<file path="src/rtl/crie_regs.vh">
// register map, field positions and reset values of the receive irq enables
`ifndef CRIE_REGS_VH
`define CRIE_REGS_VH
`define CRIE_ADDR_W 4
`define CRIE_OFS_ENABLE 4'h0
`define CRIE_OFS_FLAGS 4'h4
`define CRIE_OFS_CTRL 4'h8
`define CRIE_OFS_IRQMASK 4'hc
`define CRIE_BIT_WAKE 7
`define CRIE_BIT_BSC 6
`define CRIE_RXSEL_HI 5
`define CRIE_RXSEL_LO 4
`define CRIE_TXSEL_HI 3
`define CRIE_TXSEL_LO 2
`define CRIE_BIT_OVR 1
`define CRIE_BIT_RXF 0
`define CRIE_EN_RESET 8'h00
`define CRIE_SEL_RESET 2'h0
`define CRIE_CTRL_INIT_REQ 0
`define CRIE_CTRL_INIT_ACK 1
`define CRIE_CTRL_WUPFE 2
`define CRIE_REC_WARN 9'h060
`define CRIE_REC_PASSIVE 9'h07f
`define CRIE_TEC_OFF 9'h0ff
`define CRIE_ST_OK 2'h0
`define CRIE_ST_WARN 2'h1
`define CRIE_ST_PASSIVE 2'h2
`define CRIE_ST_OFF 2'h3
`endif

</file>
<file path="src/rtl/crie_rx_irq_enable.v">
// receive-side interrupt enables, state-change sensitivity and apb slave
`timescale 1ns/1ps
`include "crie_regs.vh"
module crie_rx_irq_enable #(
    parameter CNT_W = 9
) (
    input wire clk_sys,
    input wire reset_n,
    input wire psel,
    input wire penable,
    input wire pwrite,
    input wire [31:0] paddr,
    input wire [31:0] pwdata,
    output reg [31:0] prdata,
    output reg pready,
    output reg pslverr,
    input wire [CNT_W-1:0] rxErrCount,
    input wire [CNT_W-1:0] txErrCount,
    input wire wakeupEvent,
    input wire overrunEvent,
    input wire receiveFullSet,
    input wire receiveFullClear,
    output reg wakeupIrq,
    output reg errorIrq,
    output reg receiveIrq,
    output reg irq
);
    // enable register fields
    reg wakeupIrqEnable_q;
    reg busStateChangeIrqEnable_q;
    reg overrunIrqEnable_q;
    reg receiveFullIrqEnable_q;
    reg [1:0] rxSens_q;
    reg [1:0] txSens_q;
    // control: init request, acknowledge, wake-up function enable
    reg initRequest_q;
    reg initAck_q;
    reg wakeupFunctionEnable_q;
    // flags
    reg wakeupFlag_q;
    reg busStateChangeFlag_q;
    reg overrunFlag_q;
    reg receiveFullFlag_q;
    reg [1:0] rxBusState_q;
    reg [1:0] txBusState_q;
    reg [3:0] irqMask_q;
    reg [1:0] rxNow;
    reg [1:0] txNow;
    reg rxHit;
    reg txHit;

    wire [3:0] wOfs = paddr[`CRIE_ADDR_W-1:0];
    wire mapped = (paddr[31:`CRIE_ADDR_W] == 28'h0000000) &&
        (wOfs == `CRIE_OFS_ENABLE || wOfs == `CRIE_OFS_FLAGS ||
        wOfs == `CRIE_OFS_CTRL || wOfs == `CRIE_OFS_IRQMASK);
    wire access = psel && penable && pready;
    wire wr = access && pwrite && mapped;
    wire inInit = initRequest_q && initAck_q;
    wire wrEnable = wr && (wOfs == `CRIE_OFS_ENABLE) &&
        !initRequest_q && !initAck_q;
    wire wrFlags = wr && (wOfs == `CRIE_OFS_FLAGS);
    wire [7:0] enableWord = {wakeupIrqEnable_q, busStateChangeIrqEnable_q,
        rxSens_q, txSens_q, overrunIrqEnable_q, receiveFullIrqEnable_q};
    wire [7:0] flagWord = {wakeupFlag_q, busStateChangeFlag_q, rxBusState_q,
        txBusState_q, overrunFlag_q, receiveFullFlag_q};
    wire wakeSet = wakeupEvent && wakeupFunctionEnable_q;
    wire [3:0] evNow = {wakeupIrq, errorIrq, receiveIrq, 1'b0};

    // live bus state from the error counters
    always @* begin
        if (txErrCount > `CRIE_TEC_OFF) begin
            rxNow = `CRIE_ST_OFF;
            txNow = `CRIE_ST_OFF;
        end else begin
            if (rxErrCount > `CRIE_REC_PASSIVE)
                rxNow = `CRIE_ST_PASSIVE;
            else if (rxErrCount > `CRIE_REC_WARN)
                rxNow = `CRIE_ST_WARN;
            else
                rxNow = `CRIE_ST_OK;
            if (txErrCount > `CRIE_REC_PASSIVE)
                txNow = `CRIE_ST_PASSIVE;
            else if (txErrCount > `CRIE_REC_WARN)
                txNow = `CRIE_ST_WARN;
            else
                txNow = `CRIE_ST_OK;
        end
    end

    // sensitivity filter on a state change
    function sens_hit;
        input [1:0] sel;
        input [1:0] oldSt;
        input [1:0] newSt;
        begin
            case (sel)
                2'h0: sens_hit = 1'b0;
                2'h1: sens_hit = (oldSt == `CRIE_ST_OFF) !=
                    (newSt == `CRIE_ST_OFF);
                2'h2: sens_hit = (oldSt[1] != newSt[1]);
                default: sens_hit = (oldSt != newSt);
            endcase
        end
    endfunction

    always @* begin
        rxHit = sens_hit(rxSens_q, rxBusState_q, rxNow);
        txHit = sens_hit(txSens_q, txBusState_q, txNow);
    end

    // enable register: held in reset during init except selectors
    always @(posedge clk_sys or negedge reset_n) begin
        if (!reset_n) begin
            wakeupIrqEnable_q <= 1'b0;
            busStateChangeIrqEnable_q <= 1'b0;
            overrunIrqEnable_q <= 1'b0;
            receiveFullIrqEnable_q <= 1'b0;
            rxSens_q <= `CRIE_SEL_RESET;
            txSens_q <= `CRIE_SEL_RESET;
        end else if (inInit) begin
            wakeupIrqEnable_q <= 1'b0;
            busStateChangeIrqEnable_q <= 1'b0;
            overrunIrqEnable_q <= 1'b0;
            receiveFullIrqEnable_q <= 1'b0;
        end else if (wrEnable) begin
            wakeupIrqEnable_q <= pwdata[`CRIE_BIT_WAKE];
            busStateChangeIrqEnable_q <= pwdata[`CRIE_BIT_BSC];
            rxSens_q <= pwdata[`CRIE_RXSEL_HI:`CRIE_RXSEL_LO];
            txSens_q <= pwdata[`CRIE_TXSEL_HI:`CRIE_TXSEL_LO];
            overrunIrqEnable_q <= pwdata[`CRIE_BIT_OVR];
            receiveFullIrqEnable_q <= pwdata[`CRIE_BIT_RXF];
        end
    end

    // control register; acknowledge follows request one cycle later
    always @(posedge clk_sys or negedge reset_n) begin
        if (!reset_n) begin
            initRequest_q <= 1'b0;
            initAck_q <= 1'b0;
            wakeupFunctionEnable_q <= 1'b0;
            irqMask_q <= 4'h0;
        end else begin
            initAck_q <= initRequest_q;
            if (wr && wOfs == `CRIE_OFS_CTRL) begin
                initRequest_q <= pwdata[`CRIE_CTRL_INIT_REQ];
                wakeupFunctionEnable_q <= pwdata[`CRIE_CTRL_WUPFE];
            end
            if (wr && wOfs == `CRIE_OFS_IRQMASK)
                irqMask_q <= pwdata[3:0];
        end
    end

    // flags: hardware set wins over write-one-to-clear
    always @(posedge clk_sys or negedge reset_n) begin
        if (!reset_n) begin
            wakeupFlag_q <= 1'b0;
            busStateChangeFlag_q <= 1'b0;
            overrunFlag_q <= 1'b0;
            receiveFullFlag_q <= 1'b0;
            rxBusState_q <= `CRIE_ST_OK;
            txBusState_q <= `CRIE_ST_OK;
        end else begin
            if (wakeSet)
                wakeupFlag_q <= 1'b1;
            else if (wrFlags && pwdata[`CRIE_BIT_WAKE])
                wakeupFlag_q <= 1'b0;
            if (overrunEvent)
                overrunFlag_q <= 1'b1;
            else if (wrFlags && pwdata[`CRIE_BIT_OVR])
                overrunFlag_q <= 1'b0;
            if (receiveFullSet)
                receiveFullFlag_q <= 1'b1;
            else if (receiveFullClear ||
                (wrFlags && pwdata[`CRIE_BIT_RXF]))
                receiveFullFlag_q <= 1'b0;
            // state bits frozen while a status change is pending
            if (!busStateChangeFlag_q) begin
                rxBusState_q <= rxNow;
                txBusState_q <= txNow;
                if (rxHit || txHit)
                    busStateChangeFlag_q <= 1'b1;
            end else if (wrFlags && pwdata[`CRIE_BIT_BSC]) begin
                busStateChangeFlag_q <= 1'b0;
            end
        end
    end

    // request lines are levels from flag and enable, irq from the masked request lines
    always @(posedge clk_sys or negedge reset_n) begin
        if (!reset_n) begin
            wakeupIrq <= 1'b0;
            errorIrq <= 1'b0;
            receiveIrq <= 1'b0;
            irq <= 1'b0;
        end else begin
            wakeupIrq <= wakeupFlag_q && wakeupIrqEnable_q;
            errorIrq <= (busStateChangeFlag_q && busStateChangeIrqEnable_q)
                || (overrunFlag_q && overrunIrqEnable_q);
            receiveIrq <= receiveFullFlag_q
                && receiveFullIrqEnable_q;
            irq <= |(evNow & irqMask_q);
        end
    end

    // apb slave: one wait state, read data registered
    always @(posedge clk_sys or negedge reset_n) begin
        if (!reset_n) begin
            pready <= 1'b0;
            pslverr <= 1'b0;
            prdata <= 32'h00000000;
        end else begin
            pready <= psel && penable && !pready;
            pslverr <= psel && penable && !pready && !mapped;
            if (psel && penable && !pready && !pwrite) begin
                case (wOfs)
                    `CRIE_OFS_ENABLE: prdata <= {24'h000000, enableWord};
                    `CRIE_OFS_FLAGS: prdata <= {24'h000000, flagWord};
                    `CRIE_OFS_CTRL: prdata <= {29'h00000000,
                        wakeupFunctionEnable_q, initAck_q, initRequest_q};
                    `CRIE_OFS_IRQMASK: prdata <= {28'h0000000, irqMask_q};
                    default: prdata <= 32'h00000000;
                endcase
            end
        end
    end
endmodule

</file>
<file path="config.mk">
export PLATFORM = sky130hd
export DESIGN_NAME = crie_rx_irq_enable
export DESIGN_NICKNAME = d
export VERILOG_FILES = /design/src/rtl/crie_rx_irq_enable.v
export VERILOG_INCLUDE_DIRS = /design/src /design/src/rtl
export SDC_FILE = /design/constraint.sdc
export NUM_CORES = 1
export LEC_CHECK = 0
export BUFFER_PORTS_ARGS = -buffer_cell sky130_fd_sc_hd__buf_2
export CORE_AREA = 4 4 73 75
export CTS_CLUSTER_SIZE = 40
export DETAILED_ROUTE_END_ITERATION = 8
export DIE_AREA = 0 0 77 79
export PLACE_DENSITY_LB_ADDON = 0.1
export SYNTH_ARGS = -nofsm -noshare
export SYNTH_HDL_FRONTEND = slang
export SYNTH_SLANG_ARGS = --single-unit
</file>
<file path="constraint.sdc">
create_clock -name clk_sys -period 2.6 [get_ports clk_sys]
set_input_delay 0.39 -clock clk_sys [delete_from_list [all_inputs] [get_ports clk_sys]]
set_output_delay 0.39 -clock clk_sys [all_outputs]
set_load 0.02 [all_outputs]
</file>
==> results of run 1 <==
-- power by group --
part	leakage (uW)	switching [uW]	total (uW)	internal, uW
Combinational	0.000805	127	207	79.5
Clock	0.0000395	189	379	190
Sequential	0.000455	14.6	613	599
-- metrics by stage --
| step | worst slack [ns] | hold WS, ns |
|---|---|---|
| after global routing | 0.466 | 0.271 |
| after floorplan | 0.813 | 0.0944 |
| after global placement | 0.296 | 0.428 |
| after detailed placement | 0.295 | 0.428 |
| final | 0.604 | 0.196 |
| after CTS | 0.609 | 0.236 |
-- synth_stat cells, types with 4 or more instances --
library cell | count | area, sq um
nor3_1 | 5 | 25.0
nor2_1 | 16 | 60.1
nor4_1 | 7 | 43.8
dfrtp_1 | 37 | 926
nand2_1 | 20 | 75.1
a221oi_1 | 5 | 43.8
mux2i_1 | 7 | 70.1
mux2_4 | 4 | 60.1
inv_1 | 9 | 33.8
mux2_1 | 6 | 67.6
buf_4 | 24 | 180
nand3_1 | 7 | 35.0
o21ai_0 | 4 | 20.0
-- state kept, by name, summed over array words and instances, names as in the netlist --
signal	flops
wakeupIrqEnable_q	1
pslverr	1
errorIrq	1
wakeupFlag_q	1
overrunFlag_q	1
irqMask_q	4
wakeupIrq	1
prdata	8
rxSens_q	2
irq	1
rxBusState_q	2
initAck_q	1
receiveFullFlag_q	1
sens_hit.sel	2
busStateChangeIrqEnable_q	1
busStateChangeFlag_q	1
receiveFullIrqEnable_q	1
wakeupFunctionEnable_q	1
receiveIrq	1
initRequest_q	1
overrunIrqEnable_q	1
sens_hit.oldSt	2
pready	1
-- metal layers --
layer / wire, um / up-vias / GRT usage / share of wire
met2: 2310 / 56 / 0.264 / 0.47
met1: 2180 / 793 / 0.218 / 0.45
met4: 44 / 0 / 0.0427 / 0.0090
met3: 342 / 5 / 0.0420 / 0.070
li1: - / 854 / - / -
met5: 0 / - / 0 / 0
-- worst min-delay path by stage --
| stage | slack, ns | cells after the start | end | startpoint |
|---|---|---|---|---|
| 2_1_floorplan | 0.09 | 0 | busStateChangeFlag_q$_DFF_PN0_ | reset_n |
| 3_3_place_gp | 0.43 | 0 | initAck_q$_DFF_PN0_ | initRequest_q$_DFFE_PN0P_ |
| 3_5_place_dp | 0.43 | 0 | initAck_q$_DFF_PN0_ | initRequest_q$_DFFE_PN0P_ |
| 4_1_cts | 0.24 | 1 | prdata[3]$_DFFE_PN0P_ | reset_n |
| 5_1_grt | 0.27 | 1 | prdata[1]$_DFFE_PN0P_ | reset_n |
| 6_report | 0.20 | 1 | prdata[1]$_DFFE_PN0P_ | reset_n |
-- kinds of logic after synthesis --
kind of cell / synth area share
simple gates: 0.204
buf+inv: 0.120
flops: 0.446
compound gates: 0.0922
mux: 0.128
xor+xnor: 0.00844
other cells: 0.00181
-- layout make-up --
class,count,area [sq um],share of cell area
multi-input cells,149,987,0.390
repair buffers,84,430,0.170
flip-flops and latches,37,926,0.366
clock buffers,8,80.1,0.0317
well taps,54,67.6,0.0267
inverters,10,37.5,0.0148
==> results.toml, run 1 <==
[cells_and_area]
n_fill_cell = 456
utilization = 0.543
diodes = 0
instances_no_fill = 342
final_layout_size_suffix_gt1_frac = 0.358
final_common_cell = "buf_2"
final_cell_mix = "80 x buf_2, 37 x dfrtp_1, 24 x conb_1"
nets = 378
areaGrowthSynthToFinish_pct = 21.7
fin_area_sq_um = 2530

[clock_tree]
post_cts_buffers = 0
clkTransAtPathRegs_ns = 0.07
cts_sinks = 37
numCtsBuffers = 5
cts_buffer_depth = 2
cts-root-buf = "clkbuf_8"
tritoncts = "yes"
post_cts_resized = 0
worstSkewPairLatency_ns = 0.28
h-tree-depth = 2
ctsHoldBuffers = 0

[setup_path]
reg2reg_slack_ns = 0.86
critical_path_class = "input port to register"
end_kind = "register"
path_depth = 7
path_buf_inv = 2
r2r-start = "pready$_DFF_PN0_"
crit_chain = "buf_2 > nor4_1 > nand4_1 > nor3_2 > and3_1 > buf_4 > mux2i_1"
critical_path_required_ns = 2.81
start_kind = "input port"
crit_path_end = "receiveFullIrqEnable_q$_DFFE_PN0P_"
rr_endpoint = "receiveFullIrqEnable_q$_DFFE_PN0P_"
reg2regPathDepth = 5
slowest_stage = "and3_1"
worstPathArrival_ns = 2.20
path_max_fanout = 7
startpoint = "paddr[9]"
path_delay_family = "simple AND/OR/NAND/NOR gates"
cpPeakStageDelay_ns = 0.50

[drt]
vias_per_cell = 4.99
wl_um = 4880
wl_per_cell_um = 14.3
ant_nets = 0
vias = 1708
drtPass1Iterations = 4
drt_iter0_drc = 60
post-route-drc-count = 0

[die]
die-area_sq_um = 6080
ios = 129
die_h_um = 79
initial_core_util = 0.446
core-area_sq_um = 4660
fp-row-count = 25
chipWidth_um = 77

[timing]
slew_viol_final = 0
maxSlewHeadroom = 0.452
fin_crit_ns = 2.00
rsz0062_at_grt = "no"
clock_skew_ns = 0.00887
finalCritPeriodShare = 0.768
hold_viol = 0
worst_pin_slew_ns = 0.823
fin_setup_tns_ns = 0
setup_viol = 0
max_freq_mhz = 501

[global_routing]
grt_pass1_wl_um = 7890
antenna_found_initial = 0
grt_overflow = 0
grt_usage = 0.163
grt_max_degree = 38
grt_pass1_vias = 1664

[power]
total_power_uw = 1200
power_density_nw_per_um2 = 474
leakagePower_uw = 0.00130
ir_worst_vdd_mv = 0.309

[placement]
io_buffers = 80
detailed_place_hpwl_um = 3880
dp_cells = 334
gp_congestion = 0.797
place_area_sq_um = 2450

[synth]
async_flop_share = 1.00
synth_ff_type = "dfrtp_1"
ys_warn_count = 0
synth_edf_count = 0
synth_area_per_cell_sq_um = 10.2
ys_seq_area_frac = 0.446
synth_cells = 203
netlist_area_sq_um = 2080
synth-seq-cells = 37
ys_types = 48

[run]
maxCapViolations = 0

[worst_hold_path]
hp-class = "input port to async pin"

[run_status]
status = "finished clean"
No activity file was read; power rests on OpenSTA's default activity.
==> inputs of run 2 (changes only) <==
--- a/config.mk
+++ b/config.mk
@@ -7,10 +7,10 @@
 export NUM_CORES = 1
 export LEC_CHECK = 0
 export BUFFER_PORTS_ARGS = -buffer_cell sky130_fd_sc_hd__buf_2
-export CORE_AREA = 4 4 73 75
+export CORE_AREA = 4 4 78 80
 export CTS_CLUSTER_SIZE = 40
 export DETAILED_ROUTE_END_ITERATION = 8
-export DIE_AREA = 0 0 77 79
+export DIE_AREA = 0 0 82 84
 export PLACE_DENSITY_LB_ADDON = 0.1
 export SYNTH_ARGS = -nofsm -noshare
 export SYNTH_HDL_FRONTEND = slang
==> constraint.sdc (replaced) <==
create_clock -name clk_sys -period 1.81 [get_ports clk_sys]
set_input_delay 0.2715 -clock clk_sys [delete_from_list [all_inputs] [get_ports clk_sys]]
set_output_delay 0.2715 -clock clk_sys [all_outputs]
set_load 0.02 [all_outputs]
==> run 2 against run 1 <==
  * Combinational power grew 47%
  * Sequential cell count is the same
  * Die area up 13%
  * Clock skew down 0.0059 ns
  * Sequential share of layout area decreased by 1.6 points
==> results.toml, run 2 (synthesized netlist as in run 1, its figures left out) <==
[die]
chipWidth_um = 82
initial_core_util = 0.384
core-area_sq_um = 5410
fp-row-count = 27
ios = 129
die_h_um = 84
die-area_sq_um = 6890

[clock_tree]
worstSkewPairLatency_ns = 0.28
post_cts_buffers = 0
cts_buffer_depth = 2
tritoncts = "yes"
h-tree-depth = 2
clkTransAtPathRegs_ns = 0.07
numCtsBuffers = 5
cts_sinks = 37
cts-root-buf = "clkbuf_8"

[cells_and_area]
largest_reg_flops = 8
final_common_cell = "buf_2"
nets = 388
reg_top3 = "prdata x8, irqMask_q x4"
regMostFlops = "prdata"
areaGrowthSynthToFinish_pct = 27.5
final_cell_mix = "80 x buf_2, 37 x dfrtp_1, 24 x conb_1"
final_layout_size_suffix_gt1_frac = 0.380
diodes = 0

[global_routing]
grt_pass1_vias = 1635
grt_max_degree = 21
grt_overflow = 0
grt_usage = 0.146
antenna_found_initial = 0
grt_pass1_wl_um = 7690

[worst_hold_path]
hp-class = "input port to register"

[timing]
finalCritPeriodShare = 0.879
rsz0062_at_grt = "no"
setup_viol = 0
hold_viol = 0
clock_skew_ns = 0.00301
fin_setup_tns_ns = 0
max_freq_mhz = 629
timing.hold.ws_ns = 0.167
fin_crit_ns = 1.59
slew_viol_final = 0

[setup_path]
end_kind = "register"
critical_path_class = "input port to register"
critical_path_required_ns = 1.97
path_max_fanout = 4
worstPathArrival_ns = 1.75
start_kind = "input port"

[power]
leakagePower_uw = 0.00136
power_density_nw_per_um2 = 665
ir_worst_vdd_mv = 0.383

[drt]
vias = 1702
drt_iter0_drc = 93
wl_um = 4850
ant_nets = 0
post-route-drc-count = 0
vias_per_cell = 4.61
drtPass1Iterations = 4
wl_per_cell_um = 13.1

[run]
maxCapViolations = 0

[placement]
gp_congestion = 0.721
io_buffers = 80
detailed_place_hpwl_um = 3970

[run_status]
status = "finished clean"
run 2: changes by cell type in the layout (fill, tap and decap cells not counted):
| cell | previous run | this run |
|---|---|---|
| clkbuf_1 | 3 | 1 |
| buf_12 | 0 | 1 |
| buf_4 | 4 | 12 |
| dlygate4sd3_1 | 0 | 1 |
| clkbuf_8 | 5 | 6 |
run 2: area by class of cell:
| type | instances | area [sq um] |
|---|---|---|
| fill | 541 | 2760 |
| clock buffer | 7 | 86.3 |
| multi-input combinational | 149 | 987 |
| sequential | 37 | 926 |
| timing repair buffer | 94 | 520 |
| tap | 72 | 90.1 |
| inverter | 10 | 37.5 |
run 2: path summary, 6_finish.rpt:
path / start / end / slack, ns / cells past startpoint
max: paddr[25] / irqMask_q[3]$_DFFE_PN0P_ / 0.22 / 6
min: overrunEvent / overrunFlag_q$_DFFE_PN0P_ / 0.17 / 2
max reg2reg: pready$_DFF_PN0_ / irqMask_q[3]$_DFFE_PN0P_ / 0.25 / 4
min reg2reg: initRequest_q$_DFFE_PN0P_ / initAck_q$_DFF_PN0_ / 0.45 / 0
max in group asynchronous: reset_n / prdata[1]$_DFFE_PN0P_ / 0.90 / 3
min in group asynchronous: reset_n / irqMask_q[3]$_DFFE_PN0P_ / 0.46 / 2
run 2: worst max-delay path, cell delays in order:
cell and delay [ns]:
buf_2 0.10, nor4_1 0.29, nand4_1 0.18, nor3_2 0.25
and4_2 0.33, mux2_1 0.33
run 2: metrics by stage:
step                      std cells  worst slack (ns)  cell area, sq um  utilization  power (uW)
after floorplan                 226             0.141              2160            -        1090
after global placement          361           -0.0998              2550        0.472        1200
after detailed placement        361            -0.105              2550        0.472        1210
after CTS                       369             0.198              2650        0.490        1780
after global routing            369            0.0480              2650        0.490        1860
final                           369             0.220              2650        0.490        1760
run 2: power by group:
part           switching (uW)  internal [uW]  leakage, uW
Sequential               23.0            860     0.000455
Combinational             182            123     0.000858
Clock                     270            302    0.0000443
Total                     474           1290      0.00136
run 2: layer usage:
metal	track usage	part of all wire
met1	0.203	0.45
met2	0.226	0.48
met3	0.0302	0.065
met4	0.0408	0.0083
met5	0	0
run 2: what timing repair did:
action | CTS | global route
hold buffers | 1 | 0
resized for setup | 0 | 0
hold endpoints to repair | 17 | 0
==> inputs of run 3 (changes only) <==
--- a/config.mk
+++ b/config.mk
@@ -6,8 +6,9 @@
 export SDC_FILE = /design/constraint.sdc
 export NUM_CORES = 1
 export LEC_CHECK = 0
-export BUFFER_PORTS_ARGS = -buffer_cell sky130_fd_sc_hd__buf_2
+export BUFFER_PORTS_ARGS = -buffer_cell sky130_fd_sc_hd__clkbuf_2
 export CORE_AREA = 4 4 78 80
+export CTS_BUF_LIST = sky130_fd_sc_hd__clkbuf_8 sky130_fd_sc_hd__clkbuf_16
 export CTS_CLUSTER_SIZE = 40
 export DETAILED_ROUTE_END_ITERATION = 8
 export DIE_AREA = 0 0 82 84
==> run 3 against run 2 <==
  * Die area unchanged
  * Worst setup slack improved by 0.018 ns
  * Via count increased by 0.12%
  * Global-route usage increased by 0.66 points
  * Sequential share of layout area decreased by 0.46 points
  * Register-to-register slack about the same
  * Design area increased by 1.3%
  * Sequential power about the same
  * Clock skew decreased by 0.00076 ns
  * Cell count increased by 0.54%
  * Total power increased by 3.7%
  * First-iteration DRC count decreased by 49%
  * Largest cell class unchanged
==> results.toml, run 3 (synthesized netlist as in run 1, its figures left out) <==
[run_status]
status = "finished clean"

[cells_and_area]
n_fill_cell = 544
reg_top3 = "prdata x8, irqMask_q x4"
multiInputGateArea_sq_um = 987
instances_no_fill = 371
nets = 389
areaGrowthSynthToFinish_pct = 29.2
seq_area_sq_um = 926
regMostFlops = "prdata"
diodes = 0
final_layout_size_suffix_gt1_frac = 0.388
largest_reg_flops = 8
final_common_cell = "clkbuf_2"
fin_area_sq_um = 2680
final_cell_mix = "80 x clkbuf_2, 37 x dfrtp_1, 24 x conb_1"

[timing]
setup_viol = 0
max_freq_mhz = 636
finalCritPeriodShare = 0.869
clock_skew_ns = 0.00225
timing.hold.ws_ns = 0.157
fin_crit_ns = 1.57
rsz0062_at_grt = "no"
final.setup.worst_slack_ns = 0.237
slew_viol_final = 0
hold_viol = 0
fin_setup_tns_ns = 0

[clock_tree]
cts-root-buf = "clkbuf_8"
cts_sinks = 37
post_cts_resized = 0
clkTransAtPathRegs_ns = 0.07
post_cts_buffers = 0
tritoncts = "yes"
worstSkewPairLatency_ns = 0.29
cts_buffer_depth = 2
numCtsBuffers = 5
ctsHoldBuffers = 1
h-tree-depth = 2

[drt]
drtPass1Iterations = 4
wl_um = 4950
wl_per_cell_um = 13.3
vias = 1704
drt_iter0_drc = 47
post-route-drc-count = 0
ant_nets = 0
vias_per_cell = 4.59

[global_routing]
grt_pass1_wl_um = 8060
antenna_found_initial = 0
grt_pass1_vias = 1704
grt_usage = 0.152
grt_max_degree = 38
grt_overflow = 0

[die]
die-area_sq_um = 6890
die_h_um = 84
fp-row-count = 27
ios = 129
initial_core_util = 0.384
core-area_sq_um = 5410
chipWidth_um = 82

[setup_path]
start_kind = "input port"
worstPathArrival_ns = 1.75
end_kind = "register"
r2r-start = "rxBusState_q[0]$_DFFE_PN0N_"
startpoint = "paddr[14]"
critical_path_class = "input port to register"
critical_path_required_ns = 1.98
path_max_fanout = 4

[placement]
gp_congestion = 0.721
dp_slack_ns = -0.0698
place_area_sq_um = 2570
detailed_place_hpwl_um = 3920
dp_cells = 362
io_buffers = 80

[power]
leakagePower_uw = 0.00139
power_density_nw_per_um2 = 680
ir_worst_vdd_mv = 0.386

[worst_hold_path]
hold_start = "overrunEvent"
hp-class = "input port to register"

[run]
maxCapViolations = 0
==> run 3: metrics by stage <==
step           power, uW   util
2_1_floorplan       1090      -
3_3_place_gp        1210  0.476
3_5_place_dp        1210  0.476
4_1_cts             1850  0.496
5_1_grt             1930  0.496
6_report            1830  0.496
==> run 3: worst max-delay path, cell delays in order <==
cell and delay, ns:
clkbuf_2 0.08, nor4_1 0.27, nand4_1 0.21, nor3_2 0.25
and4_2 0.34, mux2_1 0.34
==> run 3: worst paths after layout <==
check / slack, ns / cells after the start / to
hold reg to reg: 0.45 / 0 / initAck_q$_DFF_PN0_
setup / recovery: 0.24 / 6 / irqMask_q[3]$_DFFE_PN0P_
max in group asynchronous: 1.15 / 3 / prdata[5]$_DFFE_PN0P_
hold / removal: 0.16 / 2 / overrunFlag_q$_DFFE_PN0P_
min in group asynchronous: 0.48 / 3 / sens_hit.oldSt[0]$_DFFE_PN0N_
setup reg to reg: 0.24 / 5 / busStateChangeFlag_q$_DFF_PN0_
==> run 3: layer usage <==
layer / part of all wire / wire, um / up-vias / global-route usage
li1: - / - / 865 / -
met5: 0 / 0 / - / 0
met2: 0.47 / 2330 / 59 / 0.234
met1: 0.45 / 2230 / 775 / 0.211
met4: 0.011 / 55 / 0 / 0.0498
met3: 0.067 / 332 / 5 / 0.0324
==> run 3: cell type report <==
class / instances / share of cell area
multi-input combinational: 149 / 0.368
sequential: 37 / 0.345
timing repair buffer: 95 / 0.201
clock buffer: 7 / 0.0359
tap: 72 / 0.0336
inverter: 10 / 0.0140
clock inverter: 1 / 0.00187
==> run 3: report_power, final <==
part / switching, uW / total (uW) / leakage (uW) / internal [uW]
combinational: 182 / 308 / 0.000876 / 126
sequential: 23.7 / 883 / 0.000455 / 860
clock: 290 / 634 / 0.0000542 / 344
total: 496 / 1830 / 0.00139 / 1330
